[src/hw/vrld_pkg.sv]
// Purpose: shared constants and types for the reference and low-voltage detect block
// Assumes: AXI4-Lite slave, 32-bit data, one aligned word per register
// Notes: registers hold 8 bits in the low lanes, upper bits read zero
package vrld_pkg;
  localparam logic [7:0] VRLD_REFCTL_ADDR = 8'h00;
  localparam logic [7:0] VRLD_LVCTL_ADDR = 8'h04;
  localparam logic [7:0] VRLD_STAT_ADDR = 8'h08;
  localparam logic [7:0] VRLD_IEN_ADDR = 8'h0C;
  localparam logic [7:0] VRLD_ICLR_ADDR = 8'h10;
  localparam logic [7:0] VRLD_MISC_ADDR = 8'h14;
  localparam int VRLD_HREN_BIT = 7;
  localparam int VRLD_LREN_BIT = 6;
  localparam int VRLD_HROE_BIT = 5;
  localparam int VRLD_LROE_BIT = 4;
  localparam int VRLD_BANDGAP_STABLE_BIT = 5;
  localparam int VRLD_LVEN_BIT = 4;
  localparam int VRLD_TRIP_LSB = 0;
  localparam int VRLD_TRIP_W = 4;
  localparam logic [3:0] VRLD_TRIP_EXT = 4'hF;
  localparam logic [7:0] VRLD_REFCTL_MASK = 8'hF0;
  localparam logic [7:0] VRLD_LVCTL_WMASK = 8'h1F;
  localparam logic [7:0] VRLD_RESET_VAL = 8'h00;
  localparam int VRLD_EV_LV = 0;
  localparam int VRLD_EV_BG = 1;
  localparam int VRLD_NEV = 2;
  localparam int VRLD_CLK_MHZ = 50;
  localparam int VRLD_BG_START_US = 50;
  // start-up time in clock cycles, 50 us at 50 MHz gives 2500
  localparam int VRLD_BG_START_CYC = VRLD_BG_START_US * VRLD_CLK_MHZ;
  localparam logic [1:0] VRLD_RESP_OK = 2'h0;
  localparam logic [1:0] VRLD_RESP_DEC = 2'h3;
  typedef struct packed {
    logic high_ref_enable;
    logic low_ref_enable;
    logic high_ref_pin_out_enable;
    logic low_ref_pin_out_enable;
  } vrld_refctl_s;
  typedef struct packed {
    logic high_ref_on;
    logic low_ref_on;
    logic high_ref_pin;
    logic low_ref_pin;
    logic bandgap_on;
    logic detector_on;
    logic ext_trip_sel;
    logic [3:0] trip_level;
  } vrld_analog_s;
endpackage : vrld_pkg

[src/hw/vrld_top.sv]
// Purpose: bandgap, reference and low-voltage detect control with AXI4-Lite registers
// Assumes: analog status inputs synchronous to aclk
// Notes: one interrupt line covers low-voltage and bandgap-ready events
//
// The placing of the registers and the AXI4-Lite register port were decided locally.
`timescale 1ns/10ps
module vrld_top import vrld_pkg::*; #(
  parameter int BG_START_CYC = VRLD_BG_START_CYC
) (
  // clock and reset
  input wire logic aclk,
  input wire logic aresetn,
  // axi4-lite write address
  input wire logic [7:0] s_axi_awaddr,
  input wire logic s_axi_awvalid,
  output logic s_axi_awready,
  // axi4-lite write data
  input wire logic [31:0] s_axi_wdata,
  input wire logic [3:0] s_axi_wstrb,
  input wire logic s_axi_wvalid,
  output logic s_axi_wready,
  // axi4-lite write response
  output logic [1:0] s_axi_bresp,
  output logic s_axi_bvalid,
  input wire logic s_axi_bready,
  // axi4-lite read address
  input wire logic [7:0] s_axi_araddr,
  input wire logic s_axi_arvalid,
  output logic s_axi_arready,
  // axi4-lite read data
  output logic [31:0] s_axi_rdata,
  output logic [1:0] s_axi_rresp,
  output logic s_axi_rvalid,
  input wire logic s_axi_rready,
  // system inputs
  input wire logic brownout_enable,
  input wire logic lowvolt_trip,
  input wire logic sleep_mode,
  // analog controls, wake request and interrupt
  output vrld_analog_s analog_ctl,
  output logic wake_req,
  output logic irq
);
  vrld_refctl_s ref_ff;
  logic lv_en_ff;
  logic [3:0] trip_ff;
  logic [VRLD_NEV-1:0] stat_ff;
  logic [VRLD_NEV-1:0] ien_ff;
  logic bg_stable_ff;
  logic [$clog2(BG_START_CYC+1)-1:0] bg_cnt_ff;
  logic bg_req;
  logic aw_got_ff;
  logic w_got_ff;
  logic [7:0] awaddr_ff;
  logic [7:0] wdata_ff;
  logic wstrb0_ff;
  logic wr_do;
  logic [7:0] rd_val;
  logic rd_hit;
  logic wr_hit;
  logic lv_set;
  logic bg_set;
  logic [VRLD_NEV-1:0] clr_vec;
  logic [VRLD_NEV-1:0] nxt_stat;

  // bandgap request is any user
  assign bg_req = brownout_enable | lv_en_ff | ref_ff.high_ref_enable
    | ref_ff.low_ref_enable;

  // write channel: address and data taken in either order
  assign s_axi_awready = !aw_got_ff && !s_axi_bvalid;
  assign s_axi_wready = !w_got_ff && !s_axi_bvalid;
  assign wr_do = aw_got_ff && w_got_ff && !s_axi_bvalid;

  always_ff @(posedge aclk) begin
    if (!aresetn) begin
      aw_got_ff <= 1'b0;
      awaddr_ff <= 8'h00;
    end else if (s_axi_awvalid && s_axi_awready) begin
      aw_got_ff <= 1'b1;
      awaddr_ff <= s_axi_awaddr;
    end else if (wr_do) begin
      aw_got_ff <= 1'b0;
    end
  end

  always_ff @(posedge aclk) begin
    if (!aresetn) begin
      w_got_ff <= 1'b0;
      wdata_ff <= 8'h00;
      wstrb0_ff <= 1'b0;
    end else if (s_axi_wvalid && s_axi_wready) begin
      w_got_ff <= 1'b1;
      wdata_ff <= s_axi_wdata[7:0];
      wstrb0_ff <= s_axi_wstrb[0];
    end else if (wr_do) begin
      w_got_ff <= 1'b0;
    end
  end

  always_comb begin
    case (awaddr_ff)
      VRLD_REFCTL_ADDR, VRLD_LVCTL_ADDR, VRLD_STAT_ADDR,
      VRLD_IEN_ADDR, VRLD_ICLR_ADDR, VRLD_MISC_ADDR: wr_hit = 1'b1;
      default: wr_hit = 1'b0;
    endcase
  end

  always_ff @(posedge aclk) begin
    if (!aresetn) begin
      s_axi_bvalid <= 1'b0;
      s_axi_bresp <= VRLD_RESP_OK;
    end else if (wr_do) begin
      s_axi_bvalid <= 1'b1;
      s_axi_bresp <= wr_hit ? VRLD_RESP_OK : VRLD_RESP_DEC;
    end else if (s_axi_bready) begin
      s_axi_bvalid <= 1'b0;
    end
  end

  // reference control register, low nibble not stored
  always_ff @(posedge aclk) begin
    if (!aresetn) begin
      ref_ff <= vrld_refctl_s'(VRLD_RESET_VAL[7:4]);
    end else if (wr_do && wstrb0_ff && awaddr_ff == VRLD_REFCTL_ADDR) begin
      ref_ff <= vrld_refctl_s'(wdata_ff[7:4]);
    end
  end

  // detector control; stable bit is not writable
  always_ff @(posedge aclk) begin
    if (!aresetn) begin
      lv_en_ff <= 1'b0;
      trip_ff <= VRLD_RESET_VAL[3:0];
    end else if (wr_do && wstrb0_ff && awaddr_ff == VRLD_LVCTL_ADDR) begin
      lv_en_ff <= wdata_ff[VRLD_LVEN_BIT];
      trip_ff <= wdata_ff[VRLD_TRIP_LSB +: VRLD_TRIP_W];
    end
  end

  always_ff @(posedge aclk) begin
    if (!aresetn) begin
      ien_ff <= '0;
    end else if (wr_do && wstrb0_ff && awaddr_ff == VRLD_IEN_ADDR) begin
      ien_ff <= wdata_ff[VRLD_NEV-1:0];
    end
  end

  // bandgap start-up timer; stable drops at once when unpowered
  always_ff @(posedge aclk) begin
    if (!aresetn) begin
      bg_cnt_ff <= '0;
      bg_stable_ff <= 1'b0;
    end else if (!bg_req) begin
      bg_cnt_ff <= '0;
      bg_stable_ff <= 1'b0;
    end else if (!bg_stable_ff) begin
      if (bg_cnt_ff == ($bits(bg_cnt_ff))'(BG_START_CYC - 1)) begin
        bg_stable_ff <= 1'b1;
      end else begin
        bg_cnt_ff <= bg_cnt_ff + 1'b1;
      end
    end
  end

  // events; set wins over clear
  assign lv_set = lv_en_ff && bg_stable_ff && lowvolt_trip;
  assign bg_set = bg_req && !bg_stable_ff && bg_cnt_ff == ($bits(bg_cnt_ff))'(BG_START_CYC - 1);
  assign clr_vec = (wr_do && wstrb0_ff && awaddr_ff == VRLD_ICLR_ADDR)
    ? wdata_ff[VRLD_NEV-1:0] : '0;

  always_comb begin
    nxt_stat = stat_ff & ~clr_vec;
    nxt_stat[VRLD_EV_LV] = lv_set || (stat_ff[VRLD_EV_LV] && !clr_vec[VRLD_EV_LV]);
    nxt_stat[VRLD_EV_BG] = bg_set || nxt_stat[VRLD_EV_BG];
  end

  always_ff @(posedge aclk) begin
    if (!aresetn) begin
      stat_ff <= '0;
    end else begin
      stat_ff <= nxt_stat;
    end
  end

  // pending irq also requests wake while asleep
  assign irq = |(stat_ff & ien_ff);
  assign wake_req = irq && sleep_mode;

  // analog controls are combinational from registers and the brownout_enable input
  always_comb begin
    analog_ctl.high_ref_on = ref_ff.high_ref_enable;
    analog_ctl.low_ref_on = ref_ff.low_ref_enable;
    analog_ctl.high_ref_pin = ref_ff.high_ref_enable
      && ref_ff.high_ref_pin_out_enable;
    analog_ctl.low_ref_pin = ref_ff.low_ref_enable
      && ref_ff.low_ref_pin_out_enable;
    analog_ctl.bandgap_on = bg_req;
    analog_ctl.detector_on = lv_en_ff;
    analog_ctl.ext_trip_sel = trip_ff == VRLD_TRIP_EXT;
    analog_ctl.trip_level = trip_ff;
  end

  // read channel
  assign s_axi_arready = !s_axi_rvalid;

  always_comb begin
    rd_val = 8'h00;
    rd_hit = 1'b1;
    case (s_axi_araddr)
      VRLD_REFCTL_ADDR: rd_val = {ref_ff, 4'h0} & VRLD_REFCTL_MASK;
      VRLD_LVCTL_ADDR: rd_val = {2'b00, bg_stable_ff, lv_en_ff, trip_ff};
      VRLD_STAT_ADDR: rd_val[VRLD_NEV-1:0] = stat_ff;
      VRLD_IEN_ADDR: rd_val[VRLD_NEV-1:0] = ien_ff;
      VRLD_ICLR_ADDR: rd_val = 8'h00;
      VRLD_MISC_ADDR: rd_val[1:0] = {lowvolt_trip, bg_req};
      default: rd_hit = 1'b0;
    endcase
  end

  always_ff @(posedge aclk) begin
    if (!aresetn) begin
      s_axi_rvalid <= 1'b0;
      s_axi_rdata <= 32'h0000_0000;
      s_axi_rresp <= VRLD_RESP_OK;
    end else if (s_axi_arvalid && s_axi_arready) begin
      s_axi_rvalid <= 1'b1;
      s_axi_rdata <= {24'h00_0000, rd_val};
      s_axi_rresp <= rd_hit ? VRLD_RESP_OK : VRLD_RESP_DEC;
    end else if (s_axi_rready) begin
      s_axi_rvalid <= 1'b0;
    end
  end

  // checks: bus handshake first, then the analog rules
  aw_refuse_a: assert property (
    @(posedge aclk) disable iff (!aresetn)
    s_axi_bvalid |-> !s_axi_awready && !s_axi_wready)
    else $error("write taken under response");
  ar_refuse_a: assert property (
    @(posedge aclk) disable iff (!aresetn)
    s_axi_rvalid |-> !s_axi_arready)
    else $error("read taken under response");
  bvalid_after_a: assert property (
    @(posedge aclk) disable iff (!aresetn)
    wr_do |=> s_axi_bvalid)
    else $error("no write response");
  rvalid_after_a: assert property (
    @(posedge aclk) disable iff (!aresetn)
    (s_axi_arvalid && s_axi_arready) |=> s_axi_rvalid)
    else $error("no read response");
  bvalid_cause_a: assert property (
    @(posedge aclk) disable iff (!aresetn)
    $rose(s_axi_bvalid) |-> $past(wr_do))
    else $error("write response without write");
  rvalid_cause_a: assert property (
    @(posedge aclk) disable iff (!aresetn)
    $rose(s_axi_rvalid) |-> $past(s_axi_arvalid) && $past(s_axi_arready))
    else $error("read response without read");
  bvalid_hold_a: assert property (
    @(posedge aclk) disable iff (!aresetn)
    (s_axi_bvalid && !s_axi_bready) |=> s_axi_bvalid && $stable(s_axi_bresp))
    else $error("write response dropped early");
  rvalid_hold_a: assert property (
    @(posedge aclk) disable iff (!aresetn)
    (s_axi_rvalid && !s_axi_rready) |=> s_axi_rvalid && $stable(s_axi_rdata))
    else $error("read response dropped early");
  rdata_upper_a: assert property (
    @(posedge aclk) disable iff (!aresetn)
    s_axi_rvalid |-> s_axi_rdata[31:8] == 24'h00_0000)
    else $error("upper read bits not zero");
  bresp_ok_a: assert property (
    @(posedge aclk) disable iff (!aresetn)
    (wr_do && wr_hit) |=> s_axi_bresp == VRLD_RESP_OK)
    else $error("mapped write not okay");
  bresp_dec_a: assert property (
    @(posedge aclk) disable iff (!aresetn)
    (wr_do && !wr_hit) |=> s_axi_bresp == VRLD_RESP_DEC)
    else $error("unmapped write not decode error");
  rd_unmapped_a: assert property (
    @(posedge aclk) disable iff (!aresetn)
    (s_axi_arvalid && s_axi_arready && !rd_hit)
    |=> s_axi_rresp == VRLD_RESP_DEC && s_axi_rdata == 32'h0000_0000)
    else $error("unmapped read not decode error");
  lvctl_top_zero_a: assert property (
    @(posedge aclk) disable iff (!aresetn)
    (s_axi_arvalid && s_axi_arready && s_axi_araddr == VRLD_LVCTL_ADDR)
    |=> s_axi_rdata[7:6] == 2'b00)
    else $error("detector control top bits not zero");
  ref_write_a: assert property (
    @(posedge aclk) disable iff (!aresetn)
    (wr_do && wstrb0_ff && awaddr_ff == VRLD_REFCTL_ADDR)
    |=> {ref_ff, 4'h0} == ($past(wdata_ff) & VRLD_REFCTL_MASK))
    else $error("reference control write lost");
  ref_keep_a: assert property (
    @(posedge aclk) disable iff (!aresetn)
    !(wr_do && wstrb0_ff && awaddr_ff == VRLD_REFCTL_ADDR) |=> $stable(ref_ff))
    else $error("reference control changed unasked");
  lv_write_a: assert property (
    @(posedge aclk) disable iff (!aresetn)
    (wr_do && wstrb0_ff && awaddr_ff == VRLD_LVCTL_ADDR)
    |=> {3'b000, lv_en_ff, trip_ff} == ($past(wdata_ff) & VRLD_LVCTL_WMASK))
    else $error("detector control write lost");
  lv_keep_a: assert property (
    @(posedge aclk) disable iff (!aresetn)
    !(wr_do && wstrb0_ff && awaddr_ff == VRLD_LVCTL_ADDR)
    |=> $stable(lv_en_ff) && $stable(trip_ff))
    else $error("detector control changed unasked");
  ien_write_a: assert property (
    @(posedge aclk) disable iff (!aresetn)
    (wr_do && wstrb0_ff && awaddr_ff == VRLD_IEN_ADDR)
    |=> ien_ff == VRLD_NEV'($past(wdata_ff)))
    else $error("interrupt enable write lost");
  bg_count_a: assert property (
    @(posedge aclk) disable iff (!aresetn)
    int'(bg_cnt_ff) < BG_START_CYC)
    else $error("start-up counter overran");
  bg_rise_a: assert property (
    @(posedge aclk) disable iff (!aresetn)
    bg_set |=> bg_stable_ff)
    else $error("stable not raised at end of start-up");
  bg_keep_a: assert property (
    @(posedge aclk) disable iff (!aresetn)
    (bg_stable_ff && bg_req) |=> bg_stable_ff)
    else $error("stable dropped while powered");
  bg_event_a: assert property (
    @(posedge aclk) disable iff (!aresetn)
    bg_set |=> stat_ff[VRLD_EV_BG])
    else $error("bandgap ready event lost");
  lv_sticky_a: assert property (
    @(posedge aclk) disable iff (!aresetn)
    (stat_ff[VRLD_EV_LV] && !clr_vec[VRLD_EV_LV]) |=> stat_ff[VRLD_EV_LV])
    else $error("flag dropped without clear");
  lv_clear_a: assert property (
    @(posedge aclk) disable iff (!aresetn)
    (stat_ff[VRLD_EV_LV] && clr_vec[VRLD_EV_LV] && !lv_set) |=> !stat_ff[VRLD_EV_LV])
    else $error("flag not cleared once untripped");
  irq_on_a: assert property (
    @(posedge aclk) disable iff (!aresetn)
    (stat_ff[VRLD_EV_LV] && ien_ff[VRLD_EV_LV]) |-> irq)
    else $error("enabled flag without interrupt");
  wake_cause_a: assert property (
    @(posedge aclk) disable iff (!aresetn)
    wake_req |-> sleep_mode && irq)
    else $error("wake without pending interrupt");
  bg_req_or_a: assert property (
    @(posedge aclk) disable iff (!aresetn)
    analog_ctl.bandgap_on == (brownout_enable | lv_en_ff
    | ref_ff.high_ref_enable | ref_ff.low_ref_enable))
    else $error("bandgap request mismatch");
  hpin_gate_a: assert property (
    @(posedge aclk) disable iff (!aresetn)
    analog_ctl.high_ref_pin |-> analog_ctl.high_ref_on)
    else $error("high pin without reference");
  lpin_gate_a: assert property (
    @(posedge aclk) disable iff (!aresetn)
    analog_ctl.low_ref_pin |-> analog_ctl.low_ref_on)
    else $error("low pin without reference");
  ref_low_zero_a: assert property (
    @(posedge aclk) disable iff (!aresetn)
    (s_axi_arvalid && s_axi_arready && s_axi_araddr == VRLD_REFCTL_ADDR)
    |=> s_axi_rdata[3:0] == 4'h0)
    else $error("reserved bits not zero");
  bg_start_a: assert property (
    @(posedge aclk) disable iff (!aresetn)
    $rose(bg_req) |-> !bg_stable_ff [*8])
    else $error("bandgap stable too early");
  bg_drop_a: assert property (
    @(posedge aclk) disable iff (!aresetn)
    !bg_req |=> !bg_stable_ff)
    else $error("stable while unpowered");
  lv_block_a: assert property (
    @(posedge aclk) disable iff (!aresetn)
    $rose(stat_ff[VRLD_EV_LV]) |-> $past(bg_stable_ff) && $past(lv_en_ff))
    else $error("flag set without stable bandgap");
  lv_hold_a: assert property (
    @(posedge aclk) disable iff (!aresetn)
    (lv_en_ff && bg_stable_ff && lowvolt_trip) |=> stat_ff[VRLD_EV_LV])
    else $error("flag cleared while tripped");
  ext_sel_a: assert property (
    @(posedge aclk) disable iff (!aresetn)
    analog_ctl.ext_trip_sel == (analog_ctl.trip_level == VRLD_TRIP_EXT))
    else $error("external select mismatch");
  wake_a: assert property (
    @(posedge aclk) disable iff (!aresetn)
    (sleep_mode && stat_ff[VRLD_EV_LV] && ien_ff[VRLD_EV_LV]) |-> wake_req && irq)
    else $error("no wake on pending interrupt");
  ctl_en_a: assert property (
    @(posedge aclk) disable iff (!aresetn)
    analog_ctl.detector_on == lv_en_ff)
    else $error("detector enable mismatch");
endmodule : vrld_top

[config.mk]
export PLATFORM = sky130hd
export DESIGN_NAME = vrld_top
export DESIGN_NICKNAME = d
export VERILOG_FILES = /design/src/hw/vrld_pkg.sv /design/src/hw/vrld_top.sv
export SDC_FILE = /design/constraint.sdc
export NUM_CORES = 1
export LEC_CHECK = 0
export BUFFER_PORTS_ARGS = -buffer_cell sky130_fd_sc_hd__buf_4
export CORE_MARGIN = 2
export CORE_UTILIZATION = 48
export CTS_BUF_LIST = sky130_fd_sc_hd__clkbuf_16
export CTS_CLUSTER_SIZE = 24
export DETAILED_ROUTE_END_ITERATION = 8
export PLACE_DENSITY_LB_ADDON = 0.25
export SLEW_MARGIN = 20
export SYNTH_ARGS = -nofsm -noshare
export SYNTH_HDL_FRONTEND = slang
export SYNTH_SLANG_ARGS = --single-unit
export TNS_END_PERCENT = 10
[constraint.sdc]
create_clock -name aclk -period 2 [get_ports aclk]
set_input_delay 0.6 -clock aclk [delete_from_list [all_inputs] [get_ports aclk]]
set_output_delay 0.6 -clock aclk [all_outputs]
set_load 0.05 [all_outputs]
# Word-level counts from Yosys, hierarchy flattened

Index checks and enable logic that the tools add are counted.

Equal/unequal tests: 12
Bitwise gates (word level): 8
Reduce and logical (&&, ||, !) cells: 39
Add/subtract/negate cells: 1
Multiplexer cells: 16

Operators by type and width:

| cell                                                                   | count |
|---|---|
| 8-bit by 4-bit equality test with 1-bit output (second input constant) | 4 |
| 8-bit by 5-bit equality test with 1-bit output (second input constant) | 4 |
| 1-bit logical AND                                                      | 20 |
| 8-bit by 3-bit equality test with 1-bit output (second input constant) | 2 |
| 8-bit logical NOT                                                      | 2 |
| 12-bit by 1-bit adder with 12-bit output (second input constant)       | 1 |
| 12-bit equality test (second input constant)                           | 1 |
| 6-bit case mux with 2 select lines                                     | 1 |
| 6-bit OR reduction                                                     | 2 |
| 1-bit two-way mux                                                      | 11 |
| 2-bit case mux with 4 select lines                                     | 1 |
| 2-bit nonzero test                                                     | 4 |
| 1-bit logical NOT                                                      | 6 |
| 2-bit two-way mux                                                      | 3 |
| 2-bit bitwise AND                                                      | 2 |
| 4-bit equality test (second input constant)                            | 1 |
| 2-bit AND reduction                                                    | 2 |
| 1-bit OR                                                               | 3 |
| 1-bit logical OR                                                       | 2 |
| 1-bit NOT                                                              | 2 |
| 2-bit NOT                                                              | 1 |
| 2-bit OR reduction                                                     | 1 |

Input port bits: 62
Output and inout bits: 54
Register bits after elaboration: 59
Logic and storage cells: 96

# Depth between registers and ports, before layout

Word-level depth: 8
Depth in mapped cells: 5
Gate-level depth less buffers: 5

# Worst setup path before layout

No wires, ideal clock.

Kind: flip-flop to flip-flop
Start: register s_axi_bvalid
End: register wdata_ff[0]
Slack: -0.009 ns
Arrival time: 1.933 ns
Required time: 1.924 ns
Buffers on the path: 1
Clock period less this slack: 2.009 ns
Setup time: 0.076 ns
Stages on the path, launching flop included: 6
Cell sequence: dfxtp_1 > nor2_1 > and2_1 > clkbuf_1 > nand2_1 > a21boi_0

Cells in the longest elaborated chain, start to end: 3

RTL lines:

| item                   | RTL line        | source |
|---|---|---|
| start, declared        | vrld_top.sv:24  | `output logic s_axi_bvalid,` |
| start signal, assigned | vrld_top.sv:111 | `s_axi_bvalid <= 1'b0;` |
| start signal, assigned | vrld_top.sv:114 | `s_axi_bvalid <= 1'b1;` |
| start signal, assigned | vrld_top.sv:117 | `s_axi_bvalid <= 1'b0;` |
| 1-bit logical NOT      | vrld_top.sv:72  | `assign s_axi_wready = !w_got_ff && !s_axi_bvalid;` |
| 1-bit logical AND      | vrld_top.sv:72  |  |
| net s_axi_wready       | vrld_top.sv:21  | `output logic s_axi_wready,` |
| 1-bit logical AND      | vrld_top.sv:92  | `end else if (s_axi_wvalid && s_axi_wready) begin` |
| end signal, assigned   | vrld_top.sv:94  | `wdata_ff <= s_axi_wdata[7:0];` |
| end, declared          | vrld_top.sv:55  | `logic [7:0] wdata_ff;` |

The timed path passes the listed nets, and every way through them passes these cells.
A chain may end at the register's enable or synchronous reset.

==> out/qor.yml <==
pwr:
  power_leakage_nw: 1.42
  pwr_density_cell_mw_per_mm2: 853
  ir_worst_vdd_v: 0.000558
worst_setup_path:
  rrSetupSlack_ns: 0.23
  critPathCaptureType: "primary output"
  timing.rr.end: "lv_en_ff"
  crit_family: "simple AND/OR/NAND/NOR gates"
  cp_data_required_time_ns: 1.40
  worst-path-stages: 2
  rr_worst_depth: 3
  cp-startpoint: "lv_en_ff"
  critPathLaunchType: "flip-flop"
  timing.critical_path.to: "analog_ctl[6]"
  slowest_delay_ns: 0.57
  worstReg2RegStart: "awaddr_ff[1]"
  critPathArrivalTime_ns: 1.38
  crit_fanout: 3
  path_class: "reg -> out"
  cp_cell_sequence: "or4_4 -> buf_6"
  cpMaxStageDelayCell: "or4_4"
  critical_path_buf_inv_count: 1
sta:
  fin_crit_sh: 0.991
  setup_viol: 0
  fmax_ghz: 0.504
  final_max_slew_viol_count: 0
  rsz0062_at_grt: "true"
  skew_ns: 0.00577
  final-hold-violation-count: 0
  finalSetupTns_ns: 0
  fin_crit_ns: 1.98
detailed_routing:
  ant_nets: 0
  wl_per_cell_um: 12.4
  totalWireLength_um: 5780
  initialDrtViolationCount: 109
  drt-vias-per-instance: 5.02
  drc_errors: 0
  vias: 2346
  drt_first_pass_iters: 4
outcome:
  status: "complete, no violations"
synth:
  synth_common_cells: "dfxtp_1, nand2_1, buf_4"
  synth.top_cells.by_area: "dfxtp_1, buf_4, nand2_1, a21boi_0, nand3_1"
  seq_area_frac_synth: 0.415
  yosys.area.top_type: "dfxtp_1"
  synth_top_area_share: 0.415
  netlist_area_mm2: 0.00275
  synth-seq-cells: 57
  synth_edf_count: 0
  synthFlopType: "dfxtp_1"
  yosysMostFrequentCell: "dfxtp_1"
  syn_area_per_cell_um2: 8.41
  synth-warning-count: 0
  synthArstFlopShare: 0
  syn_inst: 327
  synth.distinct_cells: 46
finish:
  area_growth_pct: 26.5
  multi_input_area_mm2: 0.00139
  layout-drive-gt1-share: 0.253
  n_fill_cell: 488
  final_net_count: 453
  antenna_cells: 0
  fin_util: 0.632
  seq_area_mm2: 0.00114
global_route:
  grt_pass1_wl_um: 9800
  antenna_found_initial: 0
  grt-ovfl-total: 0
  grt_max_degree: 36
  grt_pass1_vias: 2209
  grt_usage: 0.196
job:
  drv_cap: 0
clocking:
  cts_max_path_buffers: 2
  cts_made_buffers: 9
  h-tree-depth: 3
  clk_transition_reported_paths_ns: 0.05
  cts_tree: "done"
  cts_sinks: 57
  worstSkewPairLatency_ns: 0.32
  cts_root_buf: "clkbuf_16"
placement:
  post-dp-hpwl_um: 4210
  globalplace.congestion: 0.806
  io_buffer_count: 64
floorplan:
  die_height_um: 79.7
  io_pins: 116
  rows: 27
  dieWidth_um: 79.7
  core_mm2: 0.00551
  dieArea_mm2: 0.00635
  initial_core_util: 0.500
hold_path:
  min_path_type: "reg -> reg"
[sequential cells by signal, summed over array words and instances, names as in the netlist]
signal        count
s_axi_bresp       1
bg_stable_ff      1
aw_got_ff         1
w_got_ff          1
ref_ff            2
analog_ctl        2
bg_cnt_ff        12
wdata_ff          8
trip_ff           4
lv_en_ff          1
s_axi_bvalid      1
stat_ff           2
awaddr_ff         8
wstrb0_ff         1
s_axi_rvalid      1
s_axi_rdata       8
ien_ff            2
s_axi_rresp       1
[layout by cell type, fill, tap and decap left out, types with 2 or more instances in the layout]
cell	netlist	layout
buf_4	31	71
mux2i_1	2	2
o21ai_0	18	18
nand3_1	19	19
or3_1	2	2
and2_1	5	5
dfxtp_1	57	57
mux2_2	4	4
nand2b_1	2	2
xnor2_1	7	7
inv_1	10	10
a21oi_1	4	4
conb_1	1	24
nor4b_1	3	3
clkinv_4	0	4
a22oi_1	2	2
a32oi_1	3	3
nand4b_1	2	2
nor3_1	9	9
a21boi_0	22	22
nand2_1	56	56
nor4_4	2	2
clkbuf_16	0	9
nor2b_1	5	5
nor2_1	18	17
a31oi_1	5	5
nand4_1	3	3
and3_1	3	3
or4_1	3	2
[how the worst min path moves through the flow]
stage	from	end	cells past startpoint
detailed placement	awaddr_ff[6]	awaddr_ff[6]	2
CTS	awaddr_ff[6]	awaddr_ff[6]	2
finish	awaddr_ff[6]	awaddr_ff[6]	2
global route	wdata_ff[5]	wdata_ff[5]	2
global placement	awaddr_ff[5]	awaddr_ff[5]	2
floorplan	awaddr_ff[7]	awaddr_ff[7]	2
[metal layers]
| metal | track usage | vias up | share of wire |
|---|---|---|---|
| li1 | - | 1204 | - |
| met5 | 0 | - | 0 |
| met2 | 0.308 | 66 | 0.47 |
| met1 | 0.251 | 1072 | 0.47 |
| met4 | 0.0724 | 0 | 0.0076 |
| met3 | 0.0622 | 4 | 0.055 |
[through the flow]
stage / worst slack (ns) / power (W) / hold WS (ns) / cells / cell area [µm²]
2_1_floorplan: 0.00543 / 0.00154 / 0.438 / 350 / 2840
3_3_place_gp: -0.0163 / 0.00160 / 0.448 / 451 / 3190
3_5_place_dp: -0.0367 / 0.00161 / 0.455 / 451 / 3190
4_1_cts: 0.0125 / 0.00301 / 0.462 / 467 / 3480
5_1_grt: -0.0152 / 0.00311 / 0.471 / 467 / 3480
6_report: 0.0174 / 0.00297 / 0.460 / 467 / 3480
[worst reg2reg max path: stages, from the launching register on]
cell	delay (ns)
dfxtp_1	0.30
or4_1	0.69
nor4_4	0.49
o21ai_0	0.16
[where the power goes]
part / switching, W / internal [W] / leakage (nW) / total, W
clock: 0.000542 / 0.000846 / 0.136 / 0.00139
combinational: 0.000265 / 0.000116 / 0.817 / 0.000381
sequential: 0.0000311 / 0.00117 / 0.463 / 0.00120
total: 0.000838 / 0.00213 / 1.42 / 0.00297
[cells by family (layout without fill, tap and decap cells)]
group           count (synthesis)  count (layout)  share of synthesized area
buf+inv                        53              98                      0.115
fa+ha+maj                       1               1                    0.00455
xor+xnor                        8               8                     0.0255
simple gates                  141             141                      0.270
compound gates                 60              60                      0.146
flops                          57              57                      0.415
mux                             6               6                     0.0236
other cells                     1              24                    0.00136
[cell type report]
| cell class | instances | share of cell area |
|---|---|---|
| flip-flops and latches | 57 | 0.328 |
| inverters | 10 | 0.0108 |
| clock buffers | 9 | 0.0647 |
| clock inverters | 7 | 0.0162 |
| repair buffers | 72 | 0.156 |
| well taps | 72 | 0.0259 |
| multi-input cells | 240 | 0.398 |
[what timing repair did]
item | in CTS | in global routing
endpoints found under the setup margin | 1 | 1
resized for setup | 2 | 0
hold buffers | 0 | 0
cloned | 0 | 0
buffers inserted | 0 | 0
Note: power is estimated with default switching activity, not from simulation.
